### config.mk
export PLATFORM = sky130hd
export DESIGN_NAME = pfpw_host
export DESIGN_NICKNAME = d
export VERILOG_FILES = /design/src/pfpw_pkg.sv /design/src/pfpw_host.sv
export SDC_FILE = /design/constraint.sdc
export NUM_CORES = 1
export LEC_CHECK = 0
export BUFFER_PORTS_ARGS = -buffer_cell sky130_fd_sc_hd__buf_4
export CAP_MARGIN = 10
export CORE_MARGIN = 10
export CORE_UTILIZATION = 53
export CTS_CLUSTER_SIZE = 40
export DETAILED_ROUTE_END_ITERATION = 16
export PLACE_DENSITY = 0.68
export RECOVER_POWER = 50
export SLEW_MARGIN = 20
export SYNTH_ARGS = -nofsm -noshare
export SYNTH_HDL_FRONTEND = slang
export SYNTH_SLANG_ARGS = --single-unit
### constraint.sdc
create_clock -name CLK -period 3.6 [get_ports CLK]
set_clock_uncertainty 0.2 [all_clocks]
set_input_delay 0.9 -clock CLK [delete_from_list [all_inputs] [get_ports CLK]]
set_output_delay 0.9 -clock CLK [all_outputs]
set_load 0.01 [all_outputs]
### src/pfpw_pkg.sv
package pfpw_pkg;
	localparam int           PFPW_AW          = 18;
	localparam int           PFPW_DW          = 8;
	localparam int           PFPW_PAGE_BYTES  = 128;
	localparam int           PFPW_CLK_MHZ     = 100;
	localparam int           PFPW_CLK_NS      = 10;
	localparam int           PFPW_WE_LOW_NS   = 15;
	localparam int           PFPW_WE_LOW_CYC  = (PFPW_WE_LOW_NS + PFPW_CLK_NS - 1) / PFPW_CLK_NS + 1;
	localparam int           PFPW_SETUP_CYC   = 2;
	localparam int           PFPW_READ_NS     = 120;
	localparam int           PFPW_READ_CYC    = (PFPW_READ_NS + PFPW_CLK_NS - 1) / PFPW_CLK_NS + 1;
	localparam int           PFPW_BYTE_LOAD_TIMEOUT_US     = 200;
	localparam int           PFPW_BYTE_LOAD_TIMEOUT_CYC    = PFPW_BYTE_LOAD_TIMEOUT_US * PFPW_CLK_MHZ;
	localparam int           PFPW_LOAD_GAP_US = 100;
	localparam int           PFPW_LOAD_GAP_CYC = PFPW_LOAD_GAP_US * PFPW_CLK_MHZ;
	localparam int           PFPW_PROG_MS     = 10;
	localparam int           PFPW_PROG_CYC    = PFPW_PROG_MS * 1000 * 1000 / PFPW_CLK_NS;
	localparam int           PFPW_ERASE_MS    = 50;
	localparam int           PFPW_ERASE_CYC   = PFPW_ERASE_MS * 1000 * 1000 / PFPW_CLK_NS;
	localparam int           PFPW_PWRON_MS    = 5;
	localparam int           PFPW_PWRON_CYC   = PFPW_PWRON_MS * 1000 * 1000 / PFPW_CLK_NS;
	localparam int           PFPW_PAUSE_US    = 10;
	localparam int           PFPW_PAUSE_CYC   = PFPW_PAUSE_US * PFPW_CLK_MHZ;
	localparam logic [17:0]  PFPW_ADDR_5555   = 18'h05555;
	localparam logic [17:0]  PFPW_ADDR_2AAA   = 18'h02aaa;
	localparam logic [17:0]  PFPW_ADDR_LOCK_LO = 18'h00002;
	localparam logic [17:0]  PFPW_ADDR_LOCK_HI = 18'h3fff2;
	localparam logic [7:0]   PFPW_D_AA        = 8'haa;
	localparam logic [7:0]   PFPW_D_55        = 8'h55;
	localparam logic [7:0]   PFPW_D_A0        = 8'ha0;
	localparam logic [7:0]   PFPW_D_80        = 8'h80;
	localparam logic [7:0]   PFPW_D_20        = 8'h20;
	localparam logic [7:0]   PFPW_D_10        = 8'h10;
	localparam logic [7:0]   PFPW_D_90        = 8'h90;
	localparam logic [7:0]   PFPW_D_F0        = 8'hf0;
	localparam logic [7:0]   PFPW_D_ERASED    = 8'hff;
	localparam logic [7:0]   PFPW_D_LOCKED    = 8'hff;
	localparam logic [7:0]   PFPW_D_UNLOCKED  = 8'hfe;

	typedef enum logic [2:0] {
		PFPW_OP_READ,
		PFPW_OP_LOAD,
		PFPW_OP_PROT_ON,
		PFPW_OP_PROT_OFF,
		PFPW_OP_ERASE,
		PFPW_OP_ID_ENTER,
		PFPW_OP_ID_EXIT,
		PFPW_OP_COMMIT
	} pfpw_op_t;

	typedef struct packed {
		pfpw_op_t    op;
		logic [17:0] addr;
		logic [7:0]  data;
	} pfpw_req_t;

	typedef struct packed {
		logic [17:0] addr;
		logic [7:0]  data;
	} pfpw_rsp_t;
endpackage : pfpw_pkg

### src/pfpw_host.sv
// Operation
// - Pages are 128 bytes; unloaded bytes become FF; host loads only the bytes it is given.
// - Host starts each write with select and strobe low, output gate high.
// - Next byte within 200 us keeps the page load open.
// - Host keeps address bits 17..7 equal across one page load, except that an enable request does not close an open page first.
// - Under protection every load needs the three-byte prefix; host sends it for a load only when no page is open or the page changes, and on every enable.
// - Six-byte sequence returns the device to unprotected mode.
// - Enable AA/5555 55/2AAA A0/5555; disable adds 80,AA,55,20 pattern.
// - Chip erase AA,55,80,AA,55,10 at 5555/2AAA/5555 addresses.
// - Identification entry ends 90, exit ends F0, each followed by 10 us.
// - Three-byte exit sequence returns the device to normal reads.
module pfpw_host
	import pfpw_pkg::*;
#(
	parameter int BYTE_LOAD_TIMEOUT_CYC  = PFPW_BYTE_LOAD_TIMEOUT_CYC,
	parameter int GAP_CYC   = PFPW_LOAD_GAP_CYC,
	parameter int PROG_CYC  = PFPW_PROG_CYC,
	parameter int ERASE_CYC = PFPW_ERASE_CYC,
	parameter int PWRON_CYC = PFPW_PWRON_CYC,
	parameter int PAUSE_CYC = PFPW_PAUSE_CYC
) (
	input  wire logic        CLK,
	input  wire logic        RSTN,
	input  wire pfpw_req_t   REQ,
	input  wire logic        REQ_VALID,
	output logic             REQ_READY,
	output pfpw_rsp_t        RSP,
	output logic             RSP_VALID,
	input  wire logic        RSP_READY,
	output logic             BUSY,
	output logic             TIMEOUT,
	output logic [17:0]      ADDRESS_LINES,
	output logic [7:0]       DATA_LINES_O,
	output logic             DATA_LINES_OE,
	input  wire logic [7:0]  DATA_LINES_I,
	output logic             CE_N,
	output logic             OE_N,
	output logic             WE_N
);
	typedef enum {S_PWRON, S_IDLE, S_SEQ, S_WSET, S_WLOW, S_WHOLD, S_RD, S_PUSH, S_GAP, S_POLL, S_POLLRD} pfpw_st_t;

	pfpw_st_t     st_reg, st_next;
	pfpw_req_t    cur_reg, cur_next;
	logic [2:0]   step_reg, step_next;
	logic [2:0]   nsteps_reg, nsteps_next;
	logic [31:0]  cnt_reg, cnt_next;
	logic [31:0]  wait_reg, wait_next;
	logic [17:0]  ad_reg, ad_next;
	logic [7:0]   do_reg, do_next;
	logic         oe_reg, oe_next, ce_reg, ce_next, oen_reg, oen_next, we_reg, we_next;
	logic         tmo_reg, tmo_next, open_reg, open_next;
	logic [7:0]   last_reg, last_next;
	logic [17:0]  page_reg, page_next;
	logic [7:0]   s1_reg, s2_reg, s3_reg, din_reg, din_next;
	logic         bin_valid, bin_ready;
	pfpw_rsp_t    bin_data;
	logic [1:0]   bcnt_reg, bcnt_next;
	pfpw_rsp_t    buf0_reg, buf0_next, buf1_reg, buf1_next;
	logic         rdy_reg, vld_reg, busy_reg;

	// Command table: one entry per byte of a command sequence or load prefix.
	function automatic logic [25:0] seq_entry(input pfpw_op_t op, input logic [2:0] idx);
		logic [7:0] last3;
		last3 = (op == PFPW_OP_ID_ENTER) ? PFPW_D_90 : (op == PFPW_OP_ID_EXIT) ? PFPW_D_F0 :
			(op == PFPW_OP_LOAD) ? PFPW_D_A0 : PFPW_D_80;
		case (idx)
			3'h0, 3'h3: seq_entry = {PFPW_ADDR_5555, PFPW_D_AA};
			3'h1, 3'h4: seq_entry = {PFPW_ADDR_2AAA, PFPW_D_55};
			3'h2: seq_entry = {PFPW_ADDR_5555, last3};
			default: seq_entry = {PFPW_ADDR_5555, (op == PFPW_OP_ERASE) ? PFPW_D_10 : PFPW_D_20};
		endcase
	endfunction : seq_entry

	// Three-stage input synchroniser; data is accepted once stages two and three agree.
	always_ff @(posedge CLK) begin
		s1_reg <= DATA_LINES_I;
		s2_reg <= s1_reg;
		s3_reg <= s2_reg;
	end

	assign bin_ready = (bcnt_reg != 2'h2);
	assign bin_valid = (st_reg == S_PUSH);
	assign bin_data  = '{addr: cur_reg.addr, data: din_reg};

	always_comb begin
		bcnt_next = bcnt_reg;
		buf0_next = buf0_reg;
		buf1_next = buf1_reg;
		if (RSP_VALID && RSP_READY) begin
			buf0_next = buf1_reg;
			bcnt_next = bcnt_next - 2'h1;
		end
		if (bin_valid && bin_ready) begin
			if (bcnt_next == 2'h0) begin
				buf0_next = bin_data;
			end else begin
				buf1_next = bin_data;
			end
			bcnt_next = bcnt_next + 2'h1;
		end
	end

	always_comb begin
		st_next = st_reg; cur_next = cur_reg; step_next = step_reg; nsteps_next = nsteps_reg;
		cnt_next = cnt_reg + 32'h1; wait_next = wait_reg; ad_next = ad_reg; do_next = do_reg;
		oe_next = oe_reg; ce_next = ce_reg; oen_next = oen_reg; we_next = we_reg;
		tmo_next = tmo_reg; open_next = open_reg; last_next = last_reg; page_next = page_reg;
		din_next = din_reg;
		if (open_reg && st_reg == S_IDLE && wait_reg >= 32'(GAP_CYC)) begin
			open_next = 1'b0;
		end
		case (st_reg)
			S_PWRON: begin
				if (cnt_reg >= 32'(PWRON_CYC)) begin
					st_next = S_IDLE;
				end
			end
			S_IDLE: begin
				wait_next = wait_reg + 32'h1;
				if (REQ_VALID) begin
					cur_next = REQ; cnt_next = 32'h0; step_next = 3'h0; tmo_next = 1'b0;
					case (REQ.op)
						PFPW_OP_READ: st_next = S_RD;
						PFPW_OP_COMMIT: begin
							st_next = open_reg ? S_GAP : S_IDLE;
							open_next = 1'b0;
						end
						PFPW_OP_LOAD: begin
							// Prefix only at page start; a new page address closes the old page.
							tmo_next = open_reg && REQ.addr[17:7] != page_reg[17:7];
							nsteps_next = (open_reg && !tmo_next) ? 3'h0 : 3'h3;
							st_next = (open_reg && !tmo_next) ? S_WSET : S_SEQ;
							if (tmo_next) begin
								st_next = S_GAP;
								open_next = 1'b0;
							end
						end
						PFPW_OP_PROT_ON: begin cur_next.op = PFPW_OP_LOAD; nsteps_next = 3'h3; st_next = S_SEQ; end
						PFPW_OP_ID_ENTER, PFPW_OP_ID_EXIT: begin nsteps_next = 3'h2; st_next = S_SEQ; end
						default: begin nsteps_next = 3'h5; st_next = S_SEQ; end
					endcase
				end
			end
			S_SEQ: begin
				// Only a load ends with the caller's byte; command sequences come wholly from the table.
				if (step_reg == nsteps_reg && cur_reg.op == PFPW_OP_LOAD) begin
					st_next = S_WSET;
					ad_next = cur_reg.addr; do_next = cur_reg.data;
				end else begin
					{ad_next, do_next} = seq_entry(cur_reg.op, step_reg);
					st_next = S_WSET;
				end
				oe_next = 1'b1; oen_next = 1'b1; cnt_next = 32'h0;
			end
			S_WSET: begin
				if (step_reg == nsteps_reg && cur_reg.op == PFPW_OP_LOAD) begin
					ad_next = cur_reg.addr; do_next = cur_reg.data; oe_next = 1'b1;
				end
				if (cnt_reg >= 32'(PFPW_SETUP_CYC)) begin
					ce_next = 1'b0; we_next = 1'b0; cnt_next = 32'h0; st_next = S_WLOW;
				end
			end
			S_WLOW: begin
				if (cnt_reg >= 32'(PFPW_WE_LOW_CYC)) begin
					we_next = 1'b1; ce_next = 1'b1; cnt_next = 32'h0; st_next = S_WHOLD;
				end
			end
			S_WHOLD: begin
				if (cnt_reg >= 32'(PFPW_SETUP_CYC)) begin
					oe_next = 1'b0;
					if (step_reg < nsteps_reg) begin
						step_next = step_reg + 3'h1; st_next = S_SEQ;
					end else if (cur_reg.op == PFPW_OP_LOAD) begin
						open_next = 1'b1; wait_next = 32'h0; page_next = cur_reg.addr;
						last_next = cur_reg.data; st_next = S_IDLE;
					end else if (cur_reg.op == PFPW_OP_ID_ENTER || cur_reg.op == PFPW_OP_ID_EXIT) begin
						cnt_next = 32'h0; wait_next = 32'(PAUSE_CYC); st_next = S_POLL;
					end else begin
						cnt_next = 32'h0;
						wait_next = (cur_reg.op == PFPW_OP_ERASE) ? 32'(ERASE_CYC) : 32'(PROG_CYC);
						st_next = S_POLL;
					end
				end
			end
			S_GAP: begin
				if (cnt_reg >= 32'(BYTE_LOAD_TIMEOUT_CYC)) begin
					cnt_next = 32'h0; wait_next = 32'(PROG_CYC); st_next = S_POLLRD;
					ad_next = page_reg;
				end
			end
			S_POLL: begin
				if (cnt_reg >= wait_reg) begin
					st_next = S_IDLE; wait_next = 32'h0;
				end
			end
			S_POLLRD: begin
				ce_next = 1'b0; oen_next = 1'b0;
				if ((cnt_reg[3:0] == 4'hf) && (s3_reg == s2_reg) && (s3_reg[7] == last_reg[7])) begin
					ce_next = 1'b1; oen_next = 1'b1; st_next = S_IDLE; wait_next = 32'h0;
				end else if (cnt_reg >= wait_reg) begin
					ce_next = 1'b1; oen_next = 1'b1; tmo_next = 1'b1; st_next = S_IDLE; wait_next = 32'h0;
				end
				// A load that closed the old page was accepted and still owes its prefix and byte.
				if (ce_next && cur_reg.op == PFPW_OP_LOAD) st_next = S_SEQ;
			end
			S_RD: begin
				ad_next = cur_reg.addr; ce_next = 1'b0; oen_next = 1'b0;
				if (cnt_reg >= 32'(PFPW_READ_CYC) && s3_reg == s2_reg && bin_ready) begin
					din_next = s3_reg; st_next = S_PUSH;
				end
			end
			S_PUSH: begin
				ce_next = 1'b1; oen_next = 1'b1; st_next = S_IDLE;
			end
			default: st_next = S_IDLE;
		endcase
	end

	always_ff @(posedge CLK) begin
		if (!RSTN) begin
			st_reg <= S_PWRON; cur_reg <= '0; step_reg <= 3'h0; nsteps_reg <= 3'h0;
			cnt_reg <= 32'h0; wait_reg <= 32'h0; ad_reg <= 18'h00000; do_reg <= 8'h00;
			oe_reg <= 1'b0; ce_reg <= 1'b1; oen_reg <= 1'b1; we_reg <= 1'b1;
			tmo_reg <= 1'b0; open_reg <= 1'b0; last_reg <= 8'h00; page_reg <= 18'h00000;
			din_reg <= 8'h00; bcnt_reg <= 2'h0; buf0_reg <= '0; buf1_reg <= '0;
			rdy_reg <= 1'b0; vld_reg <= 1'b0; busy_reg <= 1'b1;
		end else begin
			st_reg <= st_next; cur_reg <= cur_next; step_reg <= step_next; nsteps_reg <= nsteps_next;
			cnt_reg <= cnt_next; wait_reg <= wait_next; ad_reg <= ad_next; do_reg <= do_next;
			oe_reg <= oe_next; ce_reg <= ce_next; oen_reg <= oen_next; we_reg <= we_next;
			tmo_reg <= tmo_next; open_reg <= open_next; last_reg <= last_next; page_reg <= page_next;
			din_reg <= din_next; bcnt_reg <= bcnt_next; buf0_reg <= buf0_next; buf1_reg <= buf1_next;
			rdy_reg <= (st_next == S_IDLE); vld_reg <= (bcnt_next != 2'h0); busy_reg <= (st_next != S_IDLE);
		end
	end

	assign REQ_READY     = rdy_reg;
	assign RSP           = buf0_reg;
	assign RSP_VALID     = vld_reg;
	assign BUSY          = busy_reg;
	assign TIMEOUT       = tmo_reg;
	assign ADDRESS_LINES = ad_reg;
	assign DATA_LINES_O  = do_reg;
	assign DATA_LINES_OE = oe_reg;
	assign CE_N          = ce_reg;
	assign OE_N          = oen_reg;
	assign WE_N          = we_reg;

	property p_strobe_gate;
		@(posedge CLK) disable iff (!RSTN) !WE_N |-> (!CE_N && OE_N && DATA_LINES_OE);
	endproperty
	a_strobe_gate: assert property (p_strobe_gate) else $error("write strobe without select and gate high");
	property p_no_contention;
		@(posedge CLK) disable iff (!RSTN) !OE_N |-> !DATA_LINES_OE;
	endproperty
	a_no_contention: assert property (p_no_contention) else $error("host drives data while device may");
	property p_pulse_width;
		@(posedge CLK) disable iff (!RSTN) $fell(WE_N) |-> !WE_N [*2];
	endproperty
	a_pulse_width: assert property (p_pulse_width) else $error("write strobe pulse too short");
	property p_pwron;
		@(posedge CLK) disable iff (!RSTN) (st_reg == S_PWRON) |-> WE_N;
	endproperty
	a_pwron: assert property (p_pwron) else $error("write during power-on hold");
	property p_page_same;
		@(posedge CLK) disable iff (!RSTN) (open_reg && $fell(WE_N) && step_reg == nsteps_reg && nsteps_reg == 3'h0)
			|-> ADDRESS_LINES[17:7] == page_reg[17:7];
	endproperty
	a_page_same: assert property (p_page_same) else $error("page address changed within a load");
	property p_data_stable;
		@(posedge CLK) disable iff (!RSTN) (!WE_N && $past(!WE_N)) |-> $stable(DATA_LINES_O) && $stable(ADDRESS_LINES);
	endproperty
	a_data_stable: assert property (p_data_stable) else $error("bus changed during write strobe");
	property p_buf_bound;
		@(posedge CLK) disable iff (!RSTN) bcnt_reg <= 2'h2;
	endproperty
	a_buf_bound: assert property (p_buf_bound) else $error("response buffer overflow");
	property p_poll_quiet;
		@(posedge CLK) disable iff (!RSTN) (st_reg == S_POLLRD || st_reg == S_GAP) |-> WE_N;
	endproperty
	a_poll_quiet: assert property (p_poll_quiet) else $error("write during internal cycle");
	c_load: cover property (@(posedge CLK) disable iff (!RSTN) st_reg == S_WHOLD && cur_reg.op == PFPW_OP_LOAD);
	c_poll: cover property (@(posedge CLK) disable iff (!RSTN) st_reg == S_POLLRD ##1 st_reg == S_IDLE);
	c_read: cover property (@(posedge CLK) disable iff (!RSTN) RSP_VALID && RSP_READY);
	c_full: cover property (@(posedge CLK) disable iff (!RSTN) bcnt_reg == 2'h2);
endmodule : pfpw_host

# Word level (Yosys, flattened, before mapping)
# Cells that the tools add are included.
# classes
n_addsub,5
mul,0
div,0
magnitude_cmp,8
n_eq_ne,43
n_shift,0
muxes,81
n_bitwise,3
n_reduce_logical,46
# ops
op,n
32-bit two-way mux,22
32-bit case mux with 10 select lines,1
32-bit case mux with 6 select lines,1
32-bit case mux with 5 select lines,1
32-bit by 2-bit equality test with 1-bit output (second input constant),4
32-bit by 3-bit equality test with 1-bit output (second input constant),4
32-bit by 4-bit equality test with 1-bit output (second input constant),4
26-bit two-way mux,3
18-bit case mux with 4 select lines,1
23-bit two-way mux,3
23-bit case mux with 3 select lines,1
32-bit by 1-bit adder with 32-bit output (second input constant),2
32-bit by 2-bit >= comparator with 1-bit output (second input constant),2
18-bit two-way mux,3
32-bit by 1-bit equality test with 1-bit output (second input constant),1
32-bit by 14-bit >= comparator with 1-bit output (second input constant),1
32-bit by 15-bit >= comparator with 1-bit output (second input constant),1
32-bit by 19-bit >= comparator with 1-bit output (second input constant),1
32-bit >= comparator,1
32-bit by 4-bit >= comparator with 1-bit output (second input constant),1
32-bit logical NOT,1
32-bit by 2-bit inequality test with 1-bit output (second input constant),1
2-bit inequality test (second input constant),11
3-bit equality test (second input constant),7
39 further kinds,108
# word_totals
ff_bits,278
latchBits,0
mem_bits_rw,0
mem_bits_ro,0
out_inout_bits,60
wordCells,216
mem_count,0

# Longest topological paths before layout
# Gate-level depths: netlist (run 1).
# depth
word_depth,10
ltp_mapped,12
depth_no_buf,10

# Worst setup path after synthesis (run 1)
# Ideal clock, no wire load.
# synth_timing
kind,input to register
startpoint,input port RSP_READY
endpoint,register buf1_reg[10] (netlist name)
arrival_ps,2767
slack_ps,505
path_stages,9
cell_sequence,clkbuf_1 nand2_1 xnor2_1 ha_1 nor4_1 buf_2 buf_2 mux2i_1 nor2_1
# synth_via
elab_chain_cells,5
# synth_lines
element,line,source
"start, declared",pfpw_host.sv:29,"input wire logic RSP_READY,"
1-bit logical AND,pfpw_host.sv:89,if (RSP_VALID && RSP_READY) begin
2-bit two-way mux,pfpw_host.sv:89,
2-bit logical NOT,pfpw_host.sv:94,if (bcnt_next == 2'h0) begin
1-bit inverter (no source line),-,
2-bit AND reduction (no source line),-,
"end signal, assigned",pfpw_host.sv:232,din_reg <= din_next; bcnt_reg <= bcnt_next; buf0_reg <= buf0_next; buf1_reg <= buf1_next;
"end, declared",pfpw_host.sv:58,"pfpw_rsp_t buf0_reg, buf0_next, buf1_reg, buf1_next;"
# No other way between the ends.
# A chain may end at the register's enable or synchronous reset.

# Final worst setup path (run 1)
# layout_timing
startpoint,register st_reg[2]
endpoint,"register rdy_reg, in the netlist REQ_READY"
# layout_via
elab_chain_cells,5
word_cells_on_any_way,22
classes_between,eq/ne (10); mux (11); reduce/logical (1)
# layout_lines
element,line,source
"start, declared",pfpw_host.sv:42,"pfpw_st_t st_reg, st_next;"
"start signal, assigned",pfpw_host.sv:228,st_reg <= st_next; cur_reg <= cur_next; step_reg <= step_next; nsteps_reg <= nsteps_next;
32-bit two-way mux,"pfpw_host.sv:192, pfpw_host.sv:200",
32-bit two-way mux,pfpw_host.sv:198,if ((cnt_reg[3:0] == 4'hf) && (s3_reg == s2_reg) && (s3_reg[7] == last_reg[7])) begin
32-bit two-way mux,pfpw_host.sv:204,if (ce_next && cur_reg.op == PFPW_OP_LOAD) st_next = S_SEQ;
32-bit case mux with 10 select lines (*),pfpw_host.sv:112,case (st_reg)
32-bit by 2-bit equality test with 1-bit output (*),pfpw_host.sv:233,rdy_reg <= (st_next == S_IDLE); vld_reg <= (bcnt_next != 2'h0); busy_reg <= (st_next != S_IDLE);
"end signal, assigned",pfpw_host.sv:233,
"end, declared",pfpw_host.sv:59,"logic rdy_reg, vld_reg, busy_reg;"
# Every way passes the cells marked *; elsewhere a longest branch is shown, timed or not.

==> impl_metrics.csv, run 1 <==
group,metric,value,unit
run_status,outcome,"complete, no violations",
timing,final.setup.worst_slack,245,ps
clock_tree,clkLatencyLatePin,570,ps
min_path,min_from,"s1_reg[5]$_DFF_P_",
timing,tightest_slew,1050,ps
placement,dp_slack,229,ps
global_routing,grt_overflow_total,0,
placement,place_congestion,0.930,
yosys,avgSynthCellArea,8.40,µm²
timing,rsz0062_at_grt,"false",
yosys,yosys_warnings,0,
detailed_routing,drt_drc_violations_left,0,
clock_tree,cts_hold_buf,0,
detailed_routing,drt_wl_total,35000,µm
yosys,yosys_most_used_dff,"dfxtp_1",
placement,port_buffers,100,
yosys,synth_top_family_by_area,"simple AND/OR/NAND/NOR gates",
worst_setup_path,crit_buf_inv,2,
clock_tree,numCtsBuffers,28,
worst_setup_path,reg2reg_from,"st_reg[2]$_SDFF_PN0_",
detailed_routing,via_per_inst,5.72,
finish,final_common_cell,"dfxtp_1",
die,io_pins,101,
finish,layout-drive-gt1-share,9.85,%
worst_setup_path,worst-setup-path-type,"flop to flop",
global_routing,grt_antenna_before_repair,0,
timing,fmax,298,MHz
yosys,async_flop_share,0,%
yosys,synthAdderAreaFrac,4.82,%
worst_setup_path,cp-start-kind,"flop",
min_path,hp-class,"flop to flop",
clock_tree,clock-root-buffer,"clkbuf_16",
worst_setup_path,end_kind,"flop",
global_routing,grtUsageTotal,22.2,%
worst_setup_path,required,3900,ps
global_routing,grt_max_degree,105,
worst_setup_path,crit_family,"simple AND/OR/NAND/NOR gates",
timing,finalMaxSlewViolations,0,
yosys,muxShareOfSynthArea,2.42,%
die,die_w,173,µm
clock_tree,clock_path_buffers,3,
worst_setup_path,worstPathArrival,3660,ps
detailed_routing,drt_iter0_markers,885,
die,die_h,173,µm
timing,tns,0,ps
timing,min_period,3360,ps
global_routing,first_global_vias,10565,
clock_tree,cts_tree,"built",
detailed_routing,dr_total_vias,11118,
power_and_ir_drop,p_leak,0.00527,µW
timing,finalSetupViolations,0,
timing,slew_headroom,30.0,%
die,initial_core_util,53.4,%
yosys,synth_compound_area_share,16.8,%
detailed_routing,first_pass_iters,6,
clock_tree,path_clk_slew,70,ps
timing,post-route-period-util,93.2,%
clock_tree,htree_levels,1,
finish,layout_common_cells,"dfxtp_1 (271), nand2_1 (219), nor2_1 (162)",
finish,diodes,0,
worst_setup_path,slowest_delay,740,ps
job,cap_violations,0,
yosys,synth_edf_count,0,
die,core_area,23300,µm²
worst_setup_path,reg2reg_slack,240,ps
finish,area_growth,16.4,%
yosys,synthSimpleGateAreaFrac,23.9,%
die,fp-row-count,56,
placement,hpwl,25100,µm
yosys,netlist-cell-type-count,75,
worst_setup_path,crit_chain,"nor2_1 > inv_1 > nor4_1 > nand2_1 > clkbuf_1 > nor3_1 > nor4_1 > o311a_1 > and4bb_1",
yosys,synth_area,12500,µm²
yosys,ys_ff_latch,271,
detailed_routing,wl_per_cell,18.0,µm
worst_setup_path,path_max_fanout,20,
timing,hold_viol,0,
clock_tree,numClockSinks,271,
global_routing,grt_pass1_wl,55900,µm
power_and_ir_drop,p_per_area,459,nW/µm²
yosys,syn_inst,1485,
yosys,synth-xor-area-share,4.21,%
worst_setup_path,slowest_stage,"clkbuf_1",
worst_setup_path,crit_start,"st_reg[2]$_SDFF_PN0_",
die,die_area,30100,µm²
yosys,yosysSeqAreaShare,43.5,%
finish,fin_nets,1693,
worst_setup_path,cp_common_cell,"nor4_1",
detailed_routing,ant_nets,0,
power_and_ir_drop,vdd_drop_max,0.372,mV
[power by group]
group | switching, µW | total, µW | internal (µW)
sequential | 26.7 | 3070 | 3040
combinational | 172 | 271 | 98.2
clock | 1260 | 3330 | 2060
total | 1460 | 6660 | 5200
[area by class of cell]
class	count	area, µm²
Sequential cell	271	5430
Multi-Input combinational cell	1109	6580
Inverter	54	205
Clock buffer	33	749
Timing Repair Buffer	140	836
Fill cell	2121	8820
Tap cell	319	399
Clock inverter	18	318
[metal layers]
metal / global-route usage [%] / share of wire, %
met5: 0 / 0
met4: 7.19 / 3.3
met3: 4.97 / 7.5
met2: 35.9 / 46
met1: 28.8 / 43
[logic make-up after synthesis]
kind of cell    count (synthesis)
simple gates                  610
compound gates                333
flops                         271
buf+inv                       132
xor+xnor                       60
fa+ha+maj                      48
mux                            30
other cells                     1
[Yosys cell counts, types with 12 or more instances]
master	count	area share, %
a22oi_1	20	1.2
a311oi_1	29	2.0
mux2i_1	29	2.3
and3_1	17	0.85
nor2_1	161	4.8
clkbuf_1	61	1.8
nand2_1	220	6.6
xnor2_1	33	2.3
nand4_1	19	0.95
o21ai_0	52	2.1
nor4_1	17	0.85
dfxtp_1	271	44
inv_1	54	1.6
buf_2	15	0.60
ha_1	48	4.8
xor2_1	27	1.9
a211oi_1	12	0.72
a31oi_1	16	0.80
or3_1	13	0.65
nor3_1	30	1.2
a21oi_1	134	5.4
nand3_1	58	2.3
[repair_timing]
action                                 4_1_cts  5_1_grt
buffers inserted                             0        0
gates resized for setup                      0        2
endpoints found under the hold margin        0        0
setup endpoints to repair                    0       15
[per-stage QoR]
step           power, µW  cell area, µm²  cells  util [%]  hold WS, ps
5_1_grt             6860           14500   1944      62.2          140
3_3_place_gp        3400           13700   1893      58.8          111
6_report            6660           14500   1944      62.2          125
3_5_place_dp        3400           13700   1893      58.8          112
2_1_floorplan       3290           12600   1512         -          110
4_1_cts             6720           14800   1944      63.4          129
[worst paths after layout]
| check | endpoint | cells after the start |
|---|---|---|
| max reg2reg | REQ_READY$_SDFF_PN0_ | 9 |
| min | s2_reg[5]$_DFF_P_ | 0 |
| max | REQ_READY$_SDFF_PN0_ | 9 |
| min reg2reg | s2_reg[5]$_DFF_P_ | 0 |
Power figures use the tool's default switching activity.
==> run 2: changes to the inputs <==
--- a/config.mk
+++ b/config.mk
@@ -9,9 +9,10 @@
 export CAP_MARGIN = 10
 export CORE_MARGIN = 10
 export CORE_UTILIZATION = 53
+export CTS_BUF_LIST = sky130_fd_sc_hd__clkbuf_8
 export CTS_CLUSTER_SIZE = 40
 export DETAILED_ROUTE_END_ITERATION = 16
-export PLACE_DENSITY = 0.68
+export PLACE_DENSITY = 0.72
 export RECOVER_POWER = 50
 export SLEW_MARGIN = 20
 export SYNTH_ARGS = -nofsm -noshare
==> run 2 against run 1 <==
  * First-iteration DRC count grew 13%
  * Maximum frequency grew 1.1%
  * Cell area shrank 1.1%
  * Sequential cell count is the same
  * Clock power shrank 16%
  * Critical path type unchanged
==> impl_metrics.csv, run 2 (synthesized netlist as in run 1, its figures left out) <==
group,metric,value,unit
finish,area_growth,15.1,%
timing,tns,0,ps
worst_setup_path,path_max_fanout,7,
finish,fin_nets,1704,
clock_tree,clock-root-buffer,"clkbuf_8",
timing,finalSetupViolations,0,
detailed_routing,first_pass_iters,6,
power_and_ir_drop,p_leak,0.00524,µW
placement,place_congestion,0.980,
power_and_ir_drop,p_per_area,428,nW/µm²
die,io_pins,101,
timing,hold_viol,0,
die,die_area,30100,µm²
clock_tree,post_cts_buffers,0,
detailed_routing,drt_iter0_markers,1000,
worst_setup_path,crit_chain,"inv_1 > ha_1 > nand4_1 > or4_1 > a221o_1 > a31oi_1 > nor4_1 > nor2_2 > a21oi_1 > o31a_1",
detailed_routing,wl_per_cell,17.6,µm
timing,hold_ws,125,ps
power_and_ir_drop,power,6140,µW
detailed_routing,ant_nets,0,
die,die_w,173,µm
timing,min_period,3320,ps
run_status,outcome,"complete, no violations",
finish,diodes,0,
worst_setup_path,required,3840,ps
detailed_routing,drt_drc_violations_left,0,
die,initial_core_util,53.4,%
job,cap_violations,0,
detailed_routing,dr_total_vias,11212,
worst_setup_path,cp-start-kind,"flop",
timing,tightest_slew,1310,ps
clock_tree,clkLatencyLatePin,560,ps
timing,rsz0062_at_grt,"false",
placement,hpwl,24700,µm
worst_setup_path,end_kind,"flop",
die,core_area,23300,µm²
worst_setup_path,slowest_delay,540,ps
global_routing,grt_pass1_wl,56900,µm
detailed_routing,via_per_inst,5.71,
clock_tree,path_clk_slew,60,ps
min_path,min_delay_path_depth,0,
worst_setup_path,worst-setup-path-type,"flop to flop",
die,die_h,173,µm
worst_setup_path,crit_buf_inv,1,
clock_tree,cts_hold_buf,0,
clock_tree,htree_levels,2,
finish,final_util,61.5,%
global_routing,grt_max_degree,119,
finish,layout_common_cells,"dfxtp_1 (271), nand2_1 (220), nor2_1 (162)",
clock_tree,clock_path_buffers,3,
global_routing,grtUsageTotal,22.5,%
timing,fmax,301,MHz
worst_setup_path,slowest_stage,"or4_1",
worst_setup_path,worstSetupPathDepth,10,
clock_tree,cts-resized-gates,0,
global_routing,first_global_vias,10809,
power_and_ir_drop,vdd_drop_max,0.381,mV
clock_tree,numClockSinks,271,
global_routing,grt_overflow_total,0,
finish,final_common_cell,"dfxtp_1",
finish,layout-drive-gt1-share,10.4,%
timing,finalMaxSlewViolations,0,
timing,post-route-period-util,92.2,%
timing,slew_headroom,12.7,%
worst_setup_path,worst_r2r_path_depth,10,
min_path,hp-class,"flop to flop",
die,fp-row-count,56,
clock_tree,cts_tree,"built",
clock_tree,numCtsBuffers,45,
placement,port_buffers,100,
worst_setup_path,crit_family,"simple AND/OR/NAND/NOR gates",
detailed_routing,drt_wl_total,34600,µm
global_routing,grt_antenna_before_repair,0,
worst_setup_path,worstPathArrival,3560,ps
## run 2: changes by cell type in the layout (fill, tap and decap cells not counted), sizes merged
cell	delta
clkinv	-6
inv	+14
clkbuf	+21
bufinv	-5
clkinvlp	-1
buf	-5
## run 2: final cells by class
class | count | area [µm²]
clock inverters | 20 | 181
clock buffers | 55 | 757
well taps | 319 | 399
inverters | 54 | 205
fillers | 2133 | 8990
repair buffers | 134 | 781
flip-flops and latches | 271 | 5430
multi-input cells | 1109 | 6600
## run 2: where the power goes
group	total [µW]	internal, µW	switching, µW
combinational	265	94.3	170
sequential	3070	3040	24.7
clock	2810	1600	1210
total	6140	4730	1410
## run 2: stage by stage
step,setup WS (ps),instance area (µm²),cells
after global routing,92.4,14300,1962
after floorplan,505,12600,1512
after detailed placement,240,13700,1887
final,282,14300,1962
after CTS,172,14600,1962
after global placement,386,13700,1887
## run 2: path summary, 6_finish.rpt
path | start | endpoint | slack (ps)
max reg2reg | wait_reg[15]$_SDFFE_PN0P_ | wait_reg[7]$_SDFFE_PN0P_ | 280
min reg2reg | s1_reg[2]$_DFF_P_ | s2_reg[2]$_DFF_P_ | 120
max | wait_reg[15]$_SDFFE_PN0P_ | wait_reg[7]$_SDFFE_PN0P_ | 280
min | s1_reg[2]$_DFF_P_ | s2_reg[2]$_DFF_P_ | 120
## run 2: layer usage
layer  wire length [µm]  vias up  GRT usage [%]  part of all wire, %
met1              16000     5272           31.1                   46
met5                  0        -              0                    0
li1                   -     5474              -                    -
met4                584        0           5.86                  1.7
met3               2450       47           4.16                  7.1
met2              15500      419           35.2                   45
==> run 3: changes to the inputs <==
--- a/config.mk
+++ b/config.mk
@@ -12,7 +12,7 @@
 export CTS_BUF_LIST = sky130_fd_sc_hd__clkbuf_8
 export CTS_CLUSTER_SIZE = 40
 export DETAILED_ROUTE_END_ITERATION = 16
-export PLACE_DENSITY = 0.72
+export PLACE_DENSITY = 0.82
 export RECOVER_POWER = 50
 export SLEW_MARGIN = 20
 export SYNTH_ARGS = -nofsm -noshare
==> constraint.sdc (replaced) <==
create_clock -name CLK -period 3.35 [get_ports CLK]
set_clock_uncertainty 0.2 [all_clocks]
set_input_delay 0.8375 -clock CLK [delete_from_list [all_inputs] [get_ports CLK]]
set_output_delay 0.8375 -clock CLK [all_outputs]
set_load 0.01 [all_outputs]
==> run 3 against run 2 <==
  * First-iteration DRC count rose by 28%
  * Critical path depth did not move
  * Maximum frequency rose by 4.7%
  * Power rose by 6.4%
  * Critical path type unchanged
==> impl_metrics.csv, run 3 (synthesized netlist as in run 1, its figures left out) <==
group,metric,value,unit
detailed_routing,wl_per_cell,17.7,µm
timing,tightest_slew,726,ps
worst_setup_path,end_kind,"flop",
finish,final.fill_count,1972,
power_and_ir_drop,vdd_drop_max,0.342,mV
detailed_routing,drt_drc_violations_left,0,
clock_tree,numCtsBuffers,44,
die,io_pins,101,
timing,rsz0062_at_grt,"false",
die,initial_core_util,53.4,%
placement,hpwl,25100,µm
finish,final_common_cell,"dfxtp_1",
global_routing,grt_antenna_before_repair,0,
timing,finalMaxSlewViolations,0,
worst_setup_path,worst-setup-path-type,"flop to flop",
timing,min_period,3170,ps
clock_tree,clock_path_buffers,3,
placement,place_congestion,0.950,
worst_setup_path,path_max_fanout,5,
global_routing,grtUsageTotal,22.3,%
timing,hold_viol,0,
detailed_routing,drt_wl_total,35100,µm
finish,layout-drive-gt1-share,11.8,%
die,die_area,30100,µm²
global_routing,grt_overflow_total,0,
detailed_routing,via_per_inst,5.78,
die,die_w,173,µm
timing,finalSetupViolations,0,
finish,area_growth,16.3,%
detailed_routing,first_pass_iters,6,
detailed_routing,drt_iter0_markers,1275,
run_status,outcome,"complete, no violations",
timing,final.setup.worst_slack,182,ps
global_routing,grt_max_degree,99,
die,core_area,23300,µm²
placement,port_buffers,100,
clock_tree,numClockSinks,271,
clock_tree,clkLatencyLatePin,580,ps
worst_setup_path,cp-start-kind,"flop",
detailed_routing,dr_total_vias,11479,
timing,post-route-period-util,94.6,%
die,die_h,173,µm
job,cap_violations,0,
timing,slew_headroom,51.6,%
finish,layout_common_cells,"dfxtp_1 (271), nand2_1 (220), nor2_1 (162)",
finish,fin_nets,1721,
timing,tns,0,ps
placement,dp_slack,140,ps
worst_setup_path,worstPathArrival,3440,ps
worst_setup_path,reg2reg_slack,180,ps
clock_tree,htree_levels,2,
global_routing,first_global_vias,10902,
die,fp-row-count,56,
min_path,hp-class,"flop to flop",
detailed_routing,ant_nets,0,
clock_tree,cts_hold_buf,0,
clock_tree,cts_tree,"built",
global_routing,grt_pass1_wl,56400,µm
worst_setup_path,required,3630,ps
finish,diodes,0,
power_and_ir_drop,power,6540,µW
clock_tree,path_clk_slew,60,ps
power_and_ir_drop,p_per_area,451,nW/µm²
clock_tree,clock-root-buffer,"clkbuf_8",
timing,fmax,316,MHz
power_and_ir_drop,p_leak,0.00535,µW
-- run 3: layer usage --
metal  vias to the layer above  part of all wire (%)  GRT usage (%)
met2                       473                    46           35.5
met5                         -                     0              0
met3                        88                   7.8           4.12
met1                      5415                    43           29.3
li1                       5503                     -              -
met4                         0                   3.2           8.59
-- run 3: final cells by class --
class | count | area [µm²] | area share [%]
repair buffers | 152 | 933 | 6.44
inverters | 54 | 205 | 1.42
flip-flops and latches | 271 | 5430 | 37.4
well taps | 319 | 399 | 2.75
clock inverters | 25 | 156 | 1.08
clock buffers | 55 | 757 | 5.22
multi-input cells | 1109 | 6630 | 45.7
-- run 3: path summary, 6_finish.rpt --
kind	startpoint	end	depth (start not counted)
setup / recovery	wait_reg[15]$_SDFFE_PN0P_	REQ_READY$_SDFF_PN0_	10
hold / removal	s1_reg[7]$_DFF_P_	s2_reg[7]$_DFF_P_	0
setup reg to reg	wait_reg[15]$_SDFFE_PN0P_	REQ_READY$_SDFF_PN0_	10
hold reg to reg	s1_reg[7]$_DFF_P_	s2_reg[7]$_DFF_P_	0
-- run 3: critical path, stage by stage (launching register included) --
cell	delay (ps)
dfxtp_1	400
inv_1	100
ha_1	320
nand4_1	130
or4_1	530
a221o_1	280
a31oi_2	240
or3_1	250
nor2_1	60
o311a_1	370
and4bb_1	190
-- run 3: power breakdown --
| part | total, µW | internal [µW] | switching [µW] |
|---|---|---|---|
| Sequential | 3290 | 3270 | 26.9 |
| Combinational | 295 | 107 | 188 |
| Clock | 2950 | 1580 | 1370 |
| Total | 6540 | 4960 | 1580 |
-- run 3: what timing repair did --
action / in CTS / in global routing
setup buffers: 0 / 1
setup endpoints to repair: 0 / 22
gates resized for setup: 0 / 2
-- run 3: through the flow --
stage | hold slack [ps] | util [%] | area, µm² | instances
after floorplan | 110 | - | 12600 | 1512
after global placement | 110 | 59.2 | 13800 | 1904
after detailed placement | 114 | 59.2 | 13800 | 1904
after CTS | 132 | 63.1 | 14700 | 1984
after global routing | 143 | 62.2 | 14500 | 1985
final | 129 | 62.2 | 14500 | 1985
